### config.mk
export PLATFORM = sky130hd
export DESIGN_NAME = lch_cmd_handler
export DESIGN_NICKNAME = d
export VERILOG_FILES = /design/src/core/lch_cmd_handler.v
export VERILOG_INCLUDE_DIRS = /design/src /design/src/core
export SDC_FILE = /design/constraint.sdc
export NUM_CORES = 1
export LEC_CHECK = 0
export BUFFER_PORTS_ARGS = -buffer_cell sky130_fd_sc_hd__buf_2
export CORE_MARGIN = 2
export CORE_UTILIZATION = 55
export CTS_CLUSTER_DIAMETER = 100
export DETAILED_ROUTE_END_ITERATION = 10
export PLACE_DENSITY = 0.72
export SYNTH_ARGS = -nofsm -noshare
export SYNTH_HDL_FRONTEND = slang
export SYNTH_SLANG_ARGS = --single-unit
### constraint.sdc
create_clock -name clk_sys -period 9.1 [get_ports clk_sys]
set_clock_uncertainty 0.15 [all_clocks]
set_input_delay 1.82 -clock clk_sys [delete_from_list [all_inputs] [get_ports clk_sys]]
set_output_delay 1.82 -clock clk_sys [all_outputs]
set_load 0.02 [all_outputs]
### src/core/lch_defs.vh
// constants for the laser host command handler: register map, characters, reply shapes
// assumes an AXI4-Lite slave with byte addresses and ASCII command characters
`ifndef LCH_DEFS_VH
`define LCH_DEFS_VH
`define LCH_REG_UNIT 6'h00
`define LCH_REG_STATUS 6'h01
`define LCH_REG_TOTAL 6'h02
`define LCH_REG_GOOD 6'h03
`define LCH_UNIT_RST 8'h01
`define LCH_RESP_OKAY 2'h0
`define LCH_RESP_SLVERR 2'h2
`define LCH_CH_ACK 8'h06
`define LCH_CH_NAK 8'h15
`define LCH_CH_ZERO 8'h30
`define LCH_CH_ONE 8'h31
`define LCH_CH_TWO 8'h32
`define LCH_CH_NINE 8'h39
`define LCH_CH_COMMA 8'h2C
`define LCH_CH_SPACE 8'h20
`define LCH_CH_E 8'h45
`define LCH_CH_DOLLAR 8'h24
`define LCH_CH_C 8'h43
`define LCH_CH_R 8'h52
`define LCH_CH_T 8'h54
`define LCH_CH_H 8'h48
`define LCH_CH_V 8'h56
`define LCH_CH_N 8'h4E
`define LCH_LEN_ONE 5'h01
`define LCH_LEN_FAULT 5'h03
`define LCH_LEN_VER 5'h04
`define LCH_LEN_HIST 5'h11
`define LCH_NENT_ONE 4'h1
`define LCH_NENT_VER 4'h3
`define LCH_NENT_HIST 4'hA
`define LCH_SEL_ALL 14'h0063
`define LCH_FRAME_BASE 5'h04
`define LCH_FRAME_HIST 5'h08
`define LCH_FRAME_VER 5'h06
`endif

### src/core/lch_cmd_handler.v
// laser host command handler: parses addressed command frames, acts, and streams replies
// assumes framing and checksum are stripped upstream; rx/tx chars are frame contents only
// Summary of operation
// output-start turns the laser on and answers ACK when ready, else answers NAK only.
// not ready while an alarm is active, pump diode power is off or comm control is off.
// an accepted output-stop ends laser output and answers ACK.
// stop, fault-signal clear and both count clears answer NAK outside comm control mode.
// accepted fault-signal clear drops the fault signal output and answers ACK.
// accepted total-count clear zeroes the total output counter and answers ACK.
// accepted good-count clear zeroes the good output counter and answers ACK.
// every command and reply carries the unit number as two digits, tens first.
// the fault read returns the current fault number as three digits, hundreds first.
// with no fault present the fault read returns 000.
// the history read takes a four-digit index and returns ten entries from there.
// each history entry is twelve date digits, a space, E and three digits, comma separated.
// an empty history slot reads as twelve zeros, a space and E000.
// version selector 00, 01, 02 picks one unit and 99 returns all three.
// the name read returns the configured unit name.
// a frame for another unit number is dropped with no reply.
`timescale 1ns/1ns
`include "lch_defs.vh"
module lch_cmd_handler #(
  parameter HIST_AW = 4,
  parameter NAME_LEN = 8,
  parameter [8*NAME_LEN-1:0] UNIT_NAME = "UNIT0001",
  parameter [15:0] VER_CPU = 16'h0100,
  parameter [15:0] VER_MAIN = 16'h0100,
  parameter [15:0] VER_SUB = 16'h0100
) (
  input wire clk_sys,
  input wire rst,
  input wire [7:0] s_axi_awaddr,
  input wire [2:0] s_axi_awprot,
  input wire s_axi_awvalid,
  output reg s_axi_awready,
  input wire [31:0] s_axi_wdata,
  input wire [3:0] s_axi_wstrb,
  input wire s_axi_wvalid,
  output reg s_axi_wready,
  output reg [1:0] s_axi_bresp,
  output reg s_axi_bvalid,
  input wire s_axi_bready,
  input wire [7:0] s_axi_araddr,
  input wire [2:0] s_axi_arprot,
  input wire s_axi_arvalid,
  output reg s_axi_arready,
  output reg [31:0] s_axi_rdata,
  output reg [1:0] s_axi_rresp,
  output reg s_axi_rvalid,
  input wire s_axi_rready,
  input wire rx_valid,
  input wire [7:0] rx_char,
  input wire rx_end,
  output reg rx_ready,
  output reg tx_valid,
  output reg [7:0] tx_char,
  output reg tx_last,
  input wire tx_ready,
  input wire alarm_active,
  input wire pump_diode_power,
  input wire external_comm_control_mode,
  input wire shot_pulse,
  input wire good_pulse,
  input wire fault_event,
  input wire [11:0] fault_code_digits,
  input wire [47:0] time_digits,
  output reg laser_output,
  output reg fault_signal
);
  localparam S_IDLE = 2'b00;
  localparam S_HDR = 2'b01;
  localparam S_BODY = 2'b10;
  localparam K_ACK = 3'd0;
  localparam K_NAK = 3'd1;
  localparam K_FAULT = 3'd2;
  localparam K_HIST = 3'd3;
  localparam K_VER = 3'd4;
  localparam K_NAME = 3'd5;

  reg [7:0] unit_num;
  reg [31:0] total_output_counter;
  reg [31:0] good_output_counter;
  reg [59:0] hist_mem [0:(1<<HIST_AW)-1];
  reg [HIST_AW-1:0] hist_wp;
  reg [HIST_AW:0] hist_cnt;
  reg [4:0] rx_pos;
  reg [4:0] rx_len;
  reg [7:0] unit_number_digits [0:1];
  reg [7:0] cmd_c1;
  reg [7:0] cmd_c2;
  reg [13:0] arg;
  reg arg_bad;
  reg exec;
  reg [2:0] kind;
  reg [1:0] st;
  reg [3:0] ent;
  reg [3:0] nent;
  reg [4:0] sub;
  reg [4:0] elen;
  reg aw_hold;
  reg w_hold;
  reg [7:0] aw_addr;
  reg [31:0] w_data;
  reg [3:0] w_strb;

  wire unit_ready = !alarm_active && pump_diode_power && external_comm_control_mode;
  wire rx_take = rx_valid && rx_ready;
  wire is_digit = (rx_char >= `LCH_CH_ZERO) && (rx_char <= `LCH_CH_NINE);
  wire [17:0] arg_mul = {4'h0, arg} * 18'h0000A + {14'h0000, rx_char[3:0]};
  wire [11:0] fault_now = alarm_active ? fault_code_digits : 12'h000;

  // frame decode, evaluated in the cycle after the last char
  reg d_match;
  reg d_start;
  reg d_stop;
  reg d_clr_fault;
  reg d_clr_total;
  reg d_clr_good;
  reg [2:0] d_kind;
  always @* begin
    d_match = (unit_number_digits[0] == {4'h3, unit_num[7:4]}) &&
              (unit_number_digits[1] == {4'h3, unit_num[3:0]}) &&
              (rx_len >= `LCH_FRAME_BASE); // see R08
    d_start = 1'b0;
    d_stop = 1'b0;
    d_clr_fault = 1'b0;
    d_clr_total = 1'b0;
    d_clr_good = 1'b0;
    d_kind = K_NAK;
    case ({cmd_c1, cmd_c2})
      {`LCH_CH_DOLLAR, `LCH_CH_ZERO}: begin
        d_start = unit_ready && rx_len == `LCH_FRAME_BASE;
        d_kind = d_start ? K_ACK : K_NAK;
      end
      {`LCH_CH_DOLLAR, `LCH_CH_NINE}: begin
        d_stop = external_comm_control_mode && rx_len == `LCH_FRAME_BASE; // see R03
        d_kind = d_stop ? K_ACK : K_NAK;
      end
      {`LCH_CH_C, `LCH_CH_ZERO}: begin
        d_clr_fault = external_comm_control_mode && rx_len == `LCH_FRAME_BASE; // see R04
        d_kind = d_clr_fault ? K_ACK : K_NAK;
      end
      {`LCH_CH_C, `LCH_CH_ONE}: begin
        d_clr_total = external_comm_control_mode && rx_len == `LCH_FRAME_BASE; // see R04
        d_kind = d_clr_total ? K_ACK : K_NAK;
      end
      {`LCH_CH_C, `LCH_CH_TWO}: begin
        d_clr_good = external_comm_control_mode && rx_len == `LCH_FRAME_BASE; // see R04
        d_kind = d_clr_good ? K_ACK : K_NAK;
      end
      {`LCH_CH_R, `LCH_CH_T}: begin
        d_kind = (rx_len == `LCH_FRAME_BASE) ? K_FAULT : K_NAK;
      end
      {`LCH_CH_R, `LCH_CH_H}: begin
        d_kind = (rx_len == `LCH_FRAME_HIST && !arg_bad) ? K_HIST : K_NAK;
      end
      {`LCH_CH_R, `LCH_CH_V}: begin
        d_kind = (rx_len == `LCH_FRAME_VER && !arg_bad &&
                  (arg <= 14'h0002 || arg == `LCH_SEL_ALL)) ? K_VER : K_NAK;
      end
      {`LCH_CH_R, `LCH_CH_N}: begin
        d_kind = (rx_len == `LCH_FRAME_BASE) ? K_NAME : K_NAK;
      end
      default: begin
        d_kind = K_NAK;
      end
    endcase
  end
  wire act = exec && d_match;

  // reply walker: header digits, then nent entries of elen chars with commas between
  reg [1:0] n_st;
  reg [3:0] n_ent;
  reg [4:0] n_sub;
  always @* begin
    n_st = st;
    n_ent = ent;
    n_sub = sub;
    if (st == S_HDR && sub == 5'h00) begin
      n_sub = 5'h01;
    end else if (st == S_HDR) begin
      n_st = S_BODY;
      n_ent = 4'h0;
      n_sub = 5'h00;
    end else if (sub == elen) begin
      n_ent = ent + 4'h1;
      n_sub = 5'h00;
    end else if (sub < elen - 5'h01) begin
      n_sub = sub + 5'h01;
    end else if (ent < nent - 4'h1) begin
      n_sub = elen;
    end else begin
      n_st = S_IDLE;
    end
  end

  // history slot 0 is the newest record; slots past the record count read as zeros
  wire [14:0] hidx = {1'b0, arg} + {11'h000, n_ent};
  wire hvalid = hidx < {{(14-HIST_AW){1'b0}}, hist_cnt};
  wire [HIST_AW-1:0] haddr = hist_wp - {{(HIST_AW-1){1'b0}}, 1'b1} - hidx[HIST_AW-1:0];
  wire [59:0] hrec = hvalid ? hist_mem[haddr] : 60'h000000000000000;
  wire [4:0] hdig = (n_sub < 5'h0C) ? n_sub : n_sub - 5'h02;
  wire [5:0] hbase = 6'h3B - {hdig[3:0], 2'b00};
  wire [1:0] vsel = (arg == `LCH_SEL_ALL) ? n_ent[1:0] : arg[1:0];
  wire [47:0] vers = {VER_CPU, VER_MAIN, VER_SUB};
  wire [5:0] vbase = 6'h2F - {vsel, n_sub[1:0], 2'b00};
  wire [3:0] fdig = fault_now[4'hB - {n_sub[1:0], 2'b00} -: 4];
  reg [7:0] nch;
  always @* begin
    nch = `LCH_CH_NAK;
    if (n_st == S_HDR) begin
      nch = {4'h3, unit_num[3:0]};
    end else if (n_sub == elen) begin
      nch = `LCH_CH_COMMA;
    end else begin
      case (kind)
        K_ACK: nch = `LCH_CH_ACK;
        K_NAK: nch = `LCH_CH_NAK;
        K_FAULT: nch = {4'h3, fdig};
        K_HIST: begin
          if (n_sub == 5'h0C) begin
            nch = `LCH_CH_SPACE;
          end else if (n_sub == 5'h0D) begin
            nch = `LCH_CH_E;
          end else begin
            nch = {4'h3, hrec[hbase -: 4]};
          end
        end
        K_VER: nch = {4'h3, vers[vbase -: 4]};
        K_NAME: nch = UNIT_NAME[8*NAME_LEN-1-8*n_sub -: 8];
        default: nch = `LCH_CH_NAK;
      endcase
    end
  end
  wire n_last = (n_st == S_BODY) && (n_ent == nent - 4'h1) && (n_sub == elen - 5'h01);

  // receive side; rx_ready stays low from the last char until the reply is gone
  always @(posedge clk_sys) begin
    if (rst) begin
      rx_pos <= 5'h00;
      rx_len <= 5'h00;
      unit_number_digits[0] <= 8'h00;
      unit_number_digits[1] <= 8'h00;
      cmd_c1 <= 8'h00;
      cmd_c2 <= 8'h00;
      arg <= 14'h0000;
      arg_bad <= 1'b0;
      exec <= 1'b0;
    end else begin
      exec <= 1'b0;
      if (rx_take) begin
        // args kept until the next frame opens: the reply walker still reads them
        if (rx_pos == 5'h00) begin
          arg <= 14'h0000;
          arg_bad <= 1'b0;
        end
        if (rx_pos < 5'h02) begin
          unit_number_digits[rx_pos[0]] <= rx_char;
        end
        if (rx_pos == 5'h02) begin
          cmd_c1 <= rx_char;
        end
        if (rx_pos == 5'h03) begin
          cmd_c2 <= rx_char;
        end
        if (rx_pos >= `LCH_FRAME_BASE) begin
          arg <= arg_mul[13:0];
          arg_bad <= arg_bad || !is_digit;
        end
        if (rx_end) begin
          rx_len <= rx_pos + 5'h01;
          rx_pos <= 5'h00;
          exec <= 1'b1;
        end else if (rx_pos != 5'h1F) begin
          rx_pos <= rx_pos + 5'h01;
        end
      end
    end
  end

  // reply side; a reply only starts after a matching frame, so other units stay silent
  always @(posedge clk_sys) begin
    if (rst) begin
      rx_ready <= 1'b1;
      tx_valid <= 1'b0;
      tx_char <= 8'h00;
      tx_last <= 1'b0;
      st <= S_IDLE;
      ent <= 4'h0;
      sub <= 5'h00;
      nent <= 4'h0;
      elen <= 5'h00;
      kind <= K_NAK;
    end else if (exec) begin
      if (d_match) begin
        kind <= d_kind;
        st <= S_HDR;
        ent <= 4'h0;
        sub <= 5'h00;
        tx_valid <= 1'b1;
        tx_char <= {4'h3, unit_num[7:4]};
        tx_last <= 1'b0;
        case (d_kind)
          K_FAULT: begin
            elen <= `LCH_LEN_FAULT;
            nent <= `LCH_NENT_ONE;
          end
          K_HIST: begin
            elen <= `LCH_LEN_HIST;
            nent <= `LCH_NENT_HIST;
          end
          K_VER: begin
            elen <= `LCH_LEN_VER;
            nent <= (arg == `LCH_SEL_ALL) ? `LCH_NENT_VER : `LCH_NENT_ONE;
          end
          K_NAME: begin
            elen <= NAME_LEN[4:0];
            nent <= `LCH_NENT_ONE;
          end
          default: begin
            elen <= `LCH_LEN_ONE;
            nent <= `LCH_NENT_ONE;
          end
        endcase
      end else begin
        rx_ready <= 1'b1;
      end
    end else if (tx_valid && tx_ready) begin
      st <= n_st;
      ent <= n_ent;
      sub <= n_sub;
      tx_char <= nch;
      tx_last <= n_last;
      if (n_st == S_IDLE) begin
        tx_valid <= 1'b0;
        rx_ready <= 1'b1;
      end
    end else if (rx_take && rx_end) begin
      rx_ready <= 1'b0;
    end
  end

  // laser output and fault signal; an alarm also ends output as a safety stop
  always @(posedge clk_sys) begin
    if (rst) begin
      laser_output <= 1'b0;
      fault_signal <= 1'b0;
    end else begin
      if (alarm_active || (act && d_stop)) begin
        laser_output <= 1'b0;
      end else if (act && d_start) begin
        laser_output <= 1'b1;
      end
      if (fault_event) begin
        fault_signal <= 1'b1;
      end else if (act && d_clr_fault) begin
        fault_signal <= 1'b0;
      end
    end
  end

  // counters: a shot in the clearing cycle counts as the first after the clear
  always @(posedge clk_sys) begin
    if (rst) begin
      total_output_counter <= 32'h00000000;
      good_output_counter <= 32'h00000000;
      hist_wp <= {HIST_AW{1'b0}};
      hist_cnt <= {(HIST_AW+1){1'b0}};
    end else begin
      if (act && d_clr_total) begin
        total_output_counter <= {31'h00000000, shot_pulse};
      end else if (shot_pulse) begin
        total_output_counter <= total_output_counter + 32'h00000001;
      end
      if (act && d_clr_good) begin
        good_output_counter <= {31'h00000000, good_pulse};
      end else if (good_pulse) begin
        good_output_counter <= good_output_counter + 32'h00000001;
      end
      if (fault_event) begin
        hist_mem[hist_wp] <= {time_digits, fault_code_digits};
        hist_wp <= hist_wp + {{(HIST_AW-1){1'b0}}, 1'b1};
        if (hist_cnt[HIST_AW] == 1'b0) begin
          hist_cnt <= hist_cnt + {{HIST_AW{1'b0}}, 1'b1};
        end
      end
    end
  end

  // axi4-lite slave; one write and one read in flight, address and data in either order
  always @(posedge clk_sys) begin
    if (rst) begin
      s_axi_awready <= 1'b1;
      s_axi_wready <= 1'b1;
      s_axi_bvalid <= 1'b0;
      s_axi_bresp <= `LCH_RESP_OKAY;
      aw_hold <= 1'b0;
      w_hold <= 1'b0;
      aw_addr <= 8'h00;
      w_data <= 32'h00000000;
      w_strb <= 4'h0;
      unit_num <= `LCH_UNIT_RST;
    end else begin
      if (s_axi_awvalid && s_axi_awready) begin
        aw_addr <= s_axi_awaddr;
        aw_hold <= 1'b1;
        s_axi_awready <= 1'b0;
      end
      if (s_axi_wvalid && s_axi_wready) begin
        w_data <= s_axi_wdata;
        w_strb <= s_axi_wstrb;
        w_hold <= 1'b1;
        s_axi_wready <= 1'b0;
      end
      if (aw_hold && w_hold && !s_axi_bvalid) begin
        aw_hold <= 1'b0;
        w_hold <= 1'b0;
        s_axi_bvalid <= 1'b1;
        if (aw_addr[7:2] == `LCH_REG_UNIT) begin
          s_axi_bresp <= `LCH_RESP_OKAY;
          if (w_strb[0]) begin
            unit_num <= w_data[7:0];
          end
        end else if (aw_addr[7:2] <= `LCH_REG_GOOD) begin
          s_axi_bresp <= `LCH_RESP_OKAY;
        end else begin
          s_axi_bresp <= `LCH_RESP_SLVERR;
        end
      end
      if (s_axi_bvalid && s_axi_bready) begin
        s_axi_bvalid <= 1'b0;
        s_axi_awready <= 1'b1;
        s_axi_wready <= 1'b1;
      end
    end
  end

  always @(posedge clk_sys) begin
    if (rst) begin
      s_axi_arready <= 1'b1;
      s_axi_rvalid <= 1'b0;
      s_axi_rdata <= 32'h00000000;
      s_axi_rresp <= `LCH_RESP_OKAY;
    end else if (s_axi_arvalid && s_axi_arready) begin
      s_axi_arready <= 1'b0;
      s_axi_rvalid <= 1'b1;
      s_axi_rresp <= `LCH_RESP_OKAY;
      case (s_axi_araddr[7:2])
        `LCH_REG_UNIT: s_axi_rdata <= {24'h000000, unit_num};
        `LCH_REG_STATUS: s_axi_rdata <= {28'h0000000, !rx_ready, unit_ready,
                                         fault_signal, laser_output};
        `LCH_REG_TOTAL: s_axi_rdata <= total_output_counter;
        `LCH_REG_GOOD: s_axi_rdata <= good_output_counter;
        default: begin
          s_axi_rdata <= 32'h00000000;
          s_axi_rresp <= `LCH_RESP_SLVERR;
        end
      endcase
    end else if (s_axi_rvalid && s_axi_rready) begin
      s_axi_rvalid <= 1'b0;
      s_axi_arready <= 1'b1;
    end
  end
endmodule // lch_cmd_handler

-- Word-level counts from Yosys, hierarchy flattened
Memories as Yosys holds them, arrays and structs flattened.
Cells that the tools add are included.
- bits of input ports: 142
- flip-flop bits (word level): 219
- output and inout bits: 54
- memories kept: 2
- RAM bits: 976
- logic and storage cells: 286
- memory list (memory ; words ; bits a word ; read ports ; clocked after memory_dff ; write ports ; RTL line ; text):
    hist_mem ; 16 ; 60 ; 1 ; 0 ; 1 ; lch_cmd_handler.v:83 ; reg [59:0] hist_mem [0:(1<<HIST_AW)-1];
    unit_number_digits ; 2 ; 8 ; 2 ; 0 ; 2 ; lch_cmd_handler.v:88 ; reg [7:0] unit_number_digits [0:1];
- equal/unequal tests: 41
- reduce and logical (&&, ||, !) cells: 72
- $add $sub $neg: 18
- bitwise logic cells: 2
- mux-type cells: 95
- shifts and indexed selects: 4
- $lt $le $gt $ge: 11
- $mul: 1
- operators by type and width (kind ; count):
    $pmux W32 S4 ; 1
    $eq A16 B15 Y1 const B ; 7
    $shiftx A71 B33 Y8 const A ; 1
    $add A32 B1 Y32 const B ; 2
    $shiftx A63 B7 Y4 ; 1
    $mux W60 ; 1
    $mux W5 ; 11
    $shiftx A51 B7 Y4 const A ; 1
    $mux W8 ; 6
    $mux W1 ; 43
    $pmux W8 S5 ; 1
    $eq A16 B14 Y1 const B ; 2
    $mux W2 ; 15
    $logic_and A1 B1 Y1 ; 29
    $mux W14 ; 2
    $mux W4 ; 7
    $pmux W5 S4 ; 1
    $pmux W3 S6 ; 1
    $eq A8 B6 Y1 ; 2
    $reduce_and A2 Y1 ; 8
    $reduce_bool A2 Y1 ; 8
    $add A14 B4 Y15 ; 1
    $add A5 B1 Y5 const B ; 3
    $eq A5 B4 Y1 const B ; 3
    other kinds (52) ; 87

-- Logic depth before layout (Yosys ltp)
- depth after elaboration: 18
- gate-level depth with buffers: 25
- mapped depth without buffers: 21

-- Worst setup path after synthesis
OpenSTA, ideal clock, no wires.
- path type: reg-to-reg
- start point: reg sub[0]
- end point: reg tx_char[0]
- path buffers: 4
- period minus slack after synthesis: 6.006 ns
- path slack: 3.094 ns
- stages on the path, launching flop included: 22
- data arrival time: 5.729 ns
- data required time: 8.824 ns
- library setup time: 0.126 ns
- path through: dfxtp_1 inv_1 ha_1 or3_1 nor3_1 xnor2_1 nor2_1 ha_1 fa_1 inv_1 fa_1 buf_2 buf_2 buf_1 clkbuf_1 mux4_2 mux4_2 mux4_2 mux2i_1 mux2i_1 a21oi_1 o211ai_1
- cells in the longest elaborated chain, start to end: 16
- elaborated cells between the ends (all ways): 45
- classes of those cells: add/sub: 8; order compare: 3; eq/ne: 5; shift: 4; mux: 22; reduce/logical: 2; memory: 1
- ends and longest elaborated chain (what ; RTL line ; text):
    from (decl) ; lch_cmd_handler.v:98 ; reg [4:0] sub;
    from (signal assigned) ; lch_cmd_handler.v:331 ; sub <= n_sub;
    $eq A5 B5 Y1 (tied with other cells) ; lch_cmd_handler.v:185 ; end else if (sub == elen) begin
    $mux W4 / $mux W5 (equally long branches) ; lch_cmd_handler.v:185, lch_cmd_handler.v:188 ;
    $mux W4 / $mux W5 (equally long branches) ; lch_cmd_handler.v:181, lch_cmd_handler.v:185 ;
    $mux W4 / $mux W5 (equally long branches) ; lch_cmd_handler.v:179, lch_cmd_handler.v:181 ;
    $add A14 B4 Y15 / $mux W5 (equally long branches) ; lch_cmd_handler.v:198, lch_cmd_handler.v:179 ;
    $sub A4 B4 Y4 (tied with other cells) ; lch_cmd_handler.v:200 ; wire [HIST_AW-1:0] haddr = hist_wp - {{(HIST_AW-1){1'b0}}, 1'b1} - hidx[HIST_AW-1:0];
    $mem_v2 Z16 W60 / $mux W4 (equally long branches) ; -- ;
    $mux W60 / $sub A6 B6 Y6 (equally long branches) ; lch_cmd_handler.v:201, lch_cmd_handler.v:203 ;
    $shiftx A63 B7 Y4 ; lch_cmd_handler.v:226 ; nch = {4'h3, hrec[hbase -: 4]};
    $mux W7 ; lch_cmd_handler.v:223 ; end else if (n_sub == 5'h0D) begin
    $mux W7 ; lch_cmd_handler.v:221 ; if (n_sub == 5'h0C) begin
    $pmux W8 S5 ; lch_cmd_handler.v:216 ; case (kind)
    $mux W8 ; lch_cmd_handler.v:213 ; end else if (n_sub == elen) begin
    $mux W8 (*) ; lch_cmd_handler.v:211 ; if (n_st == S_HDR) begin
    $mux W8 (*) ; lch_cmd_handler.v:328 ; end else if (tx_valid && tx_ready) begin
    $mux W8 (*) ; lch_cmd_handler.v:294 ; end else if (exec) begin
    to (signal assigned) ; lch_cmd_handler.v:301 ; tx_char <= {4'h3, unit_num[7:4]};
    to (signal assigned) ; lch_cmd_handler.v:332 ; tx_char <= nch;
    to (decl) ; lch_cmd_handler.v:56 ; output reg [7:0] tx_char,
Every way passes the cells marked *; elsewhere a longest branch is shown, timed or not. The select of a mux whose other input is x is not followed.
A chain may end at the register's enable or synchronous reset.

-- Worst setup path in the final report
- start point: reg sub[0]
- end point: reg tx_char[1]
Same word-level chain as after synthesis.

==> results.sh <==
export IMPL_run_status="completed"
export IMPL_grt_total_usage=0.243
export IMPL_rsz0062_at_grt="no"
export IMPL_grt_pass1_vias=27700
export IMPL_drv_cap=0
export IMPL_setup_tns_ns=0
export IMPL_setup_ws_ns=1.78
export IMPL_rows=109
export IMPL_globalRouteOverflowTotal=0
export IMPL_initial_utilization=0.557
export IMPL_met1Wirelength_um=44800
export IMPL_numCtsBuffers=115
export IMPL_synth_adder_area_share=0.0173
export IMPL_drt_initial_drc_count=2819
export IMPL_drtAntennaViolNets=0
export IMPL_final_area_sq_mm=0.0555
export IMPL_die_area_sq_mm=0.0922
export IMPL_h_tree_depth=3
export IMPL_wl_met3_um=8270
export IMPL_worstPathCellList="inv_1 > ha_1 > or3_1 > nor3_1 > xnor2_1 > nor2_1 > ha_1 > fa_1 > inv_1 > fa_4 > buf_12 > buf_12 > mux4_2 > mux4_2 > mux2i_1 > nor2_1 > a31oi_1 > mux2_4 > mux2i_1 > a21oi_1 > a2111oi_2"
export IMPL_critPathRequiredTime_ns=9.54
export IMPL_cts_tree="built"
export IMPL_slew_viol_final=0
export IMPL_crit_arrival_ns=7.76
export IMPL_synth_top_family_by_area="multiplexers"
export IMPL_drive_above_1_share=0.229
export IMPL_ys_flop_type="edfxtp_1"
export IMPL_cp_slowest_stage_delay_ns=1.21
export IMPL_placed_area_sq_mm=0.0515
export IMPL_ys_async_sr_fraction=0
export IMPL_drt_wl_total_um=112000
export IMPL_fin_crit_sh=0.805
export IMPL_die_h_um=304
export IMPL_worst_setup_path_start_kind="register"
export IMPL_clk_latency_ns=0.69
export IMPL_max_freq_mhz=137
export IMPL_ys_seq_area_frac=0.680
export IMPL_cts_root_buf="clkbuf_16"
export IMPL_core_sq_mm=0.0886
export IMPL_grt_pass1_wl_um=170000
export IMPL_clk_path_buf_depth=3
export IMPL_pre_cts_ws_ns=1.83
export IMPL_dr_max_layer_used="met5"
export IMPL_gp_congestion=0.856
export IMPL_total_power_mw=11.7
export IMPL_irDropWorstVdd_mv=0.203
export IMPL_vias_per_cell=6.21
export IMPL_synth_edf_count=976
export IMPL_io_pins=196
export IMPL_synth_cell_types=93
export IMPL_leakagePower_nw=18.6
export IMPL_postCtsSetupBuffers=0
export IMPL_tightest_slew_ns=1.32
export IMPL_dr_pass1_iters=8
export IMPL_post_drt_wl_per_cell_um=25.5
export IMPL_yosysWarningCount=0
export IMPL_power_density_mw_per_mm2=211
export IMPL_syn_to_final_growth_pct=12.4
export IMPL_die_w_um=304
export IMPL_io_buffers=155
export IMPL_final_cell_count_no_fill=4407
export IMPL_fin_crit_ns=7.32
export IMPL_avgSynthCellArea_sq_um=16.6
export IMPL_synthesis_area_sq_mm=0.0494
export IMPL_syn_inst=2973
export IMPL_dp_hpwl_um=63200
export IMPL_cts_hold_fix_buffers=0
export IMPL_wl_met2_um=56200
export IMPL_finalSetupViolCount=0
export IMPL_antenna_found_initial=21
export IMPL_ys_ff_latch=1189
export IMPL_path_clk_slew_ns=0.06
export IMPL_slowest_stage="fa_4"
export IMPL_grt_max_degree=82
export IMPL_endpoint_kind="register"
export IMPL_nets=3343
export IMPL_crit_fanout=52
export IMPL_synth_compound_area_frac=0.0455
export IMPL_drcViolationCount=0
export IMPL_synth_mux_area_frac=0.148
export IMPL_place_inst=4183
export IMPL_fillCellCount=6159
export IMPL_cts_sinks=1189
export IMPL_yosys_area_share_xor_xnor=0.0223
export IMPL_finalHoldViolCount=0
export IMPL_synth_simple_area_share=0.0683
export IMPL_worstSetupPathType="register to register"
export IMPL_hold_class="register to register"
export IMPL_max_slew_margin=0.120
export IMPL_cts_repair_resize_count=0
export IMPL_vias=27400
[final timing paths]
kind,startpoint,endpoint,slack (ns),depth (start not counted)
worst max-delay path,sub[0],tx_char[1],1.78,21
worst min-delay path,aw_addr[6],aw_addr[6],0.31,2
worst max register to register,sub[0],tx_char[1],1.78,21
worst min register to register,aw_addr[6],aw_addr[6],0.31,2
[cell type report]
class                           instances  area, sq um  area share
Timing Repair Buffer                  196         1200      0.0216
Tap cell                             1165         1460      0.0263
Multi-Input combinational cell       1577        15000       0.271
Sequential cell                      1189        33600       0.605
Clock inverter                         81         1000      0.0180
Clock buffer                          134         3020      0.0545
Inverter                               56          210     0.00379
Antenna cell                            9         22.5    0.000406
[per-layer routing]
| metal | global-route usage | vias up |
|---|---|---|
| met5 | 0 | - |
| met3 | 0.0435 | 216 |
| met4 | 0.0743 | 18 |
| met2 | 0.407 | 1162 |
| li1 | - | 12000 |
| met1 | 0.330 | 13900 |
[layout by cell type (no fill, tap or decap), types with 26 or more instances in the layout]
cell type | synthesis | layout
inv_1 | 53 | 53
dfxtp_1 | 213 | 213
nor3_1 | 31 | 31
xor2_1 | 72 | 72
mux2i_1 | 36 | 36
and2_1 | 43 | 27
xnor2_1 | 51 | 48
nand2_1 | 152 | 152
buf_4 | 12 | 33
clkbuf_16 | 0 | 117
nor2_1 | 233 | 233
and3_1 | 37 | 37
o21ai_0 | 40 | 40
clkinv_1 | 0 | 26
nand3_1 | 78 | 78
a21oi_1 | 137 | 137
buf_2 | 38 | 154
a22oi_1 | 52 | 52
mux4_2 | 306 | 306
ha_1 | 62 | 60
edfxtp_1 | 976 | 976
[cells by family (layout without fill, tap and decap cells)]
group	Yosys count	count (layout)
muxes	348	348
buffers and inverters	209	467
and+or+nand+nor	698	698
adders and majority gates	66	66
AOI/OAI and AO/OA	338	338
xor gates and xnor gates	124	124
DFF	1189	1189
other	1	12
[state kept, by name (all words and copies together) (netlist names), 6 cells and up]
register,flops
total_output_counter,32
hist_mem,960
good_output_counter,32
unit_number_digits,16
aw_addr,6
unit_num,8
cmd_c2,8
arg,14
cmd_c1,8
w_data,8
tx_char,7
s_axi_rdata,32
[power by group]
part	internal (mW)	switching (mW)
logic	0.340	0.394
clock network	2.97	2.04
registers	5.93	0.0226
total	9.24	2.46
[through the flow]
stage	hold WS, ns	util
6_report	0.309	0.626
5_1_grt	0.329	0.626
4_1_cts	0.309	0.626
3_5_place_dp	0.299	0.580
3_3_place_gp	0.290	0.580
2_1_floorplan	0.281	-
[critical path: cells and delay by family (launching register included)]
family                   cells  cell delay, ns
adder cells (fa/ha/maj)      4            2.36
multiplexers                 5            1.37
AND/OR/NAND/NOR              4            1.14
buffers and inverters        4            0.90
AO/OA/AOI/OAI                3            0.62
flip-flops                   1            0.44
XOR/XNOR                     1            0.18
[cell usage after synthesis (14+ instances only)]
master / n / area (sq um)
edfxtp_1: 976 / 29300
mux4_2: 306 / 6890
nor2_1: 233 / 875
dfxtp_1: 213 / 4260
nand2_1: 152 / 571
a21oi_1: 137 / 686
clkbuf_1: 86 / 323
nand3_1: 78 / 390
xor2_1: 72 / 631
ha_1: 62 / 776
inv_1: 53 / 199
a22oi_1: 52 / 390
xnor2_1: 51 / 447
and2_1: 43 / 269
o21ai_0: 40 / 200
buf_2: 38 / 190
and3_1: 37 / 231
mux2i_1: 36 / 360
nor3_1: 31 / 155
nand4_1: 21 / 131
nor2b_1: 19 / 119
a211oi_1: 16 / 120
a21o_1: 14 / 105
nand2b_1: 14 / 87.6
(Power assumes the default switching activity.)
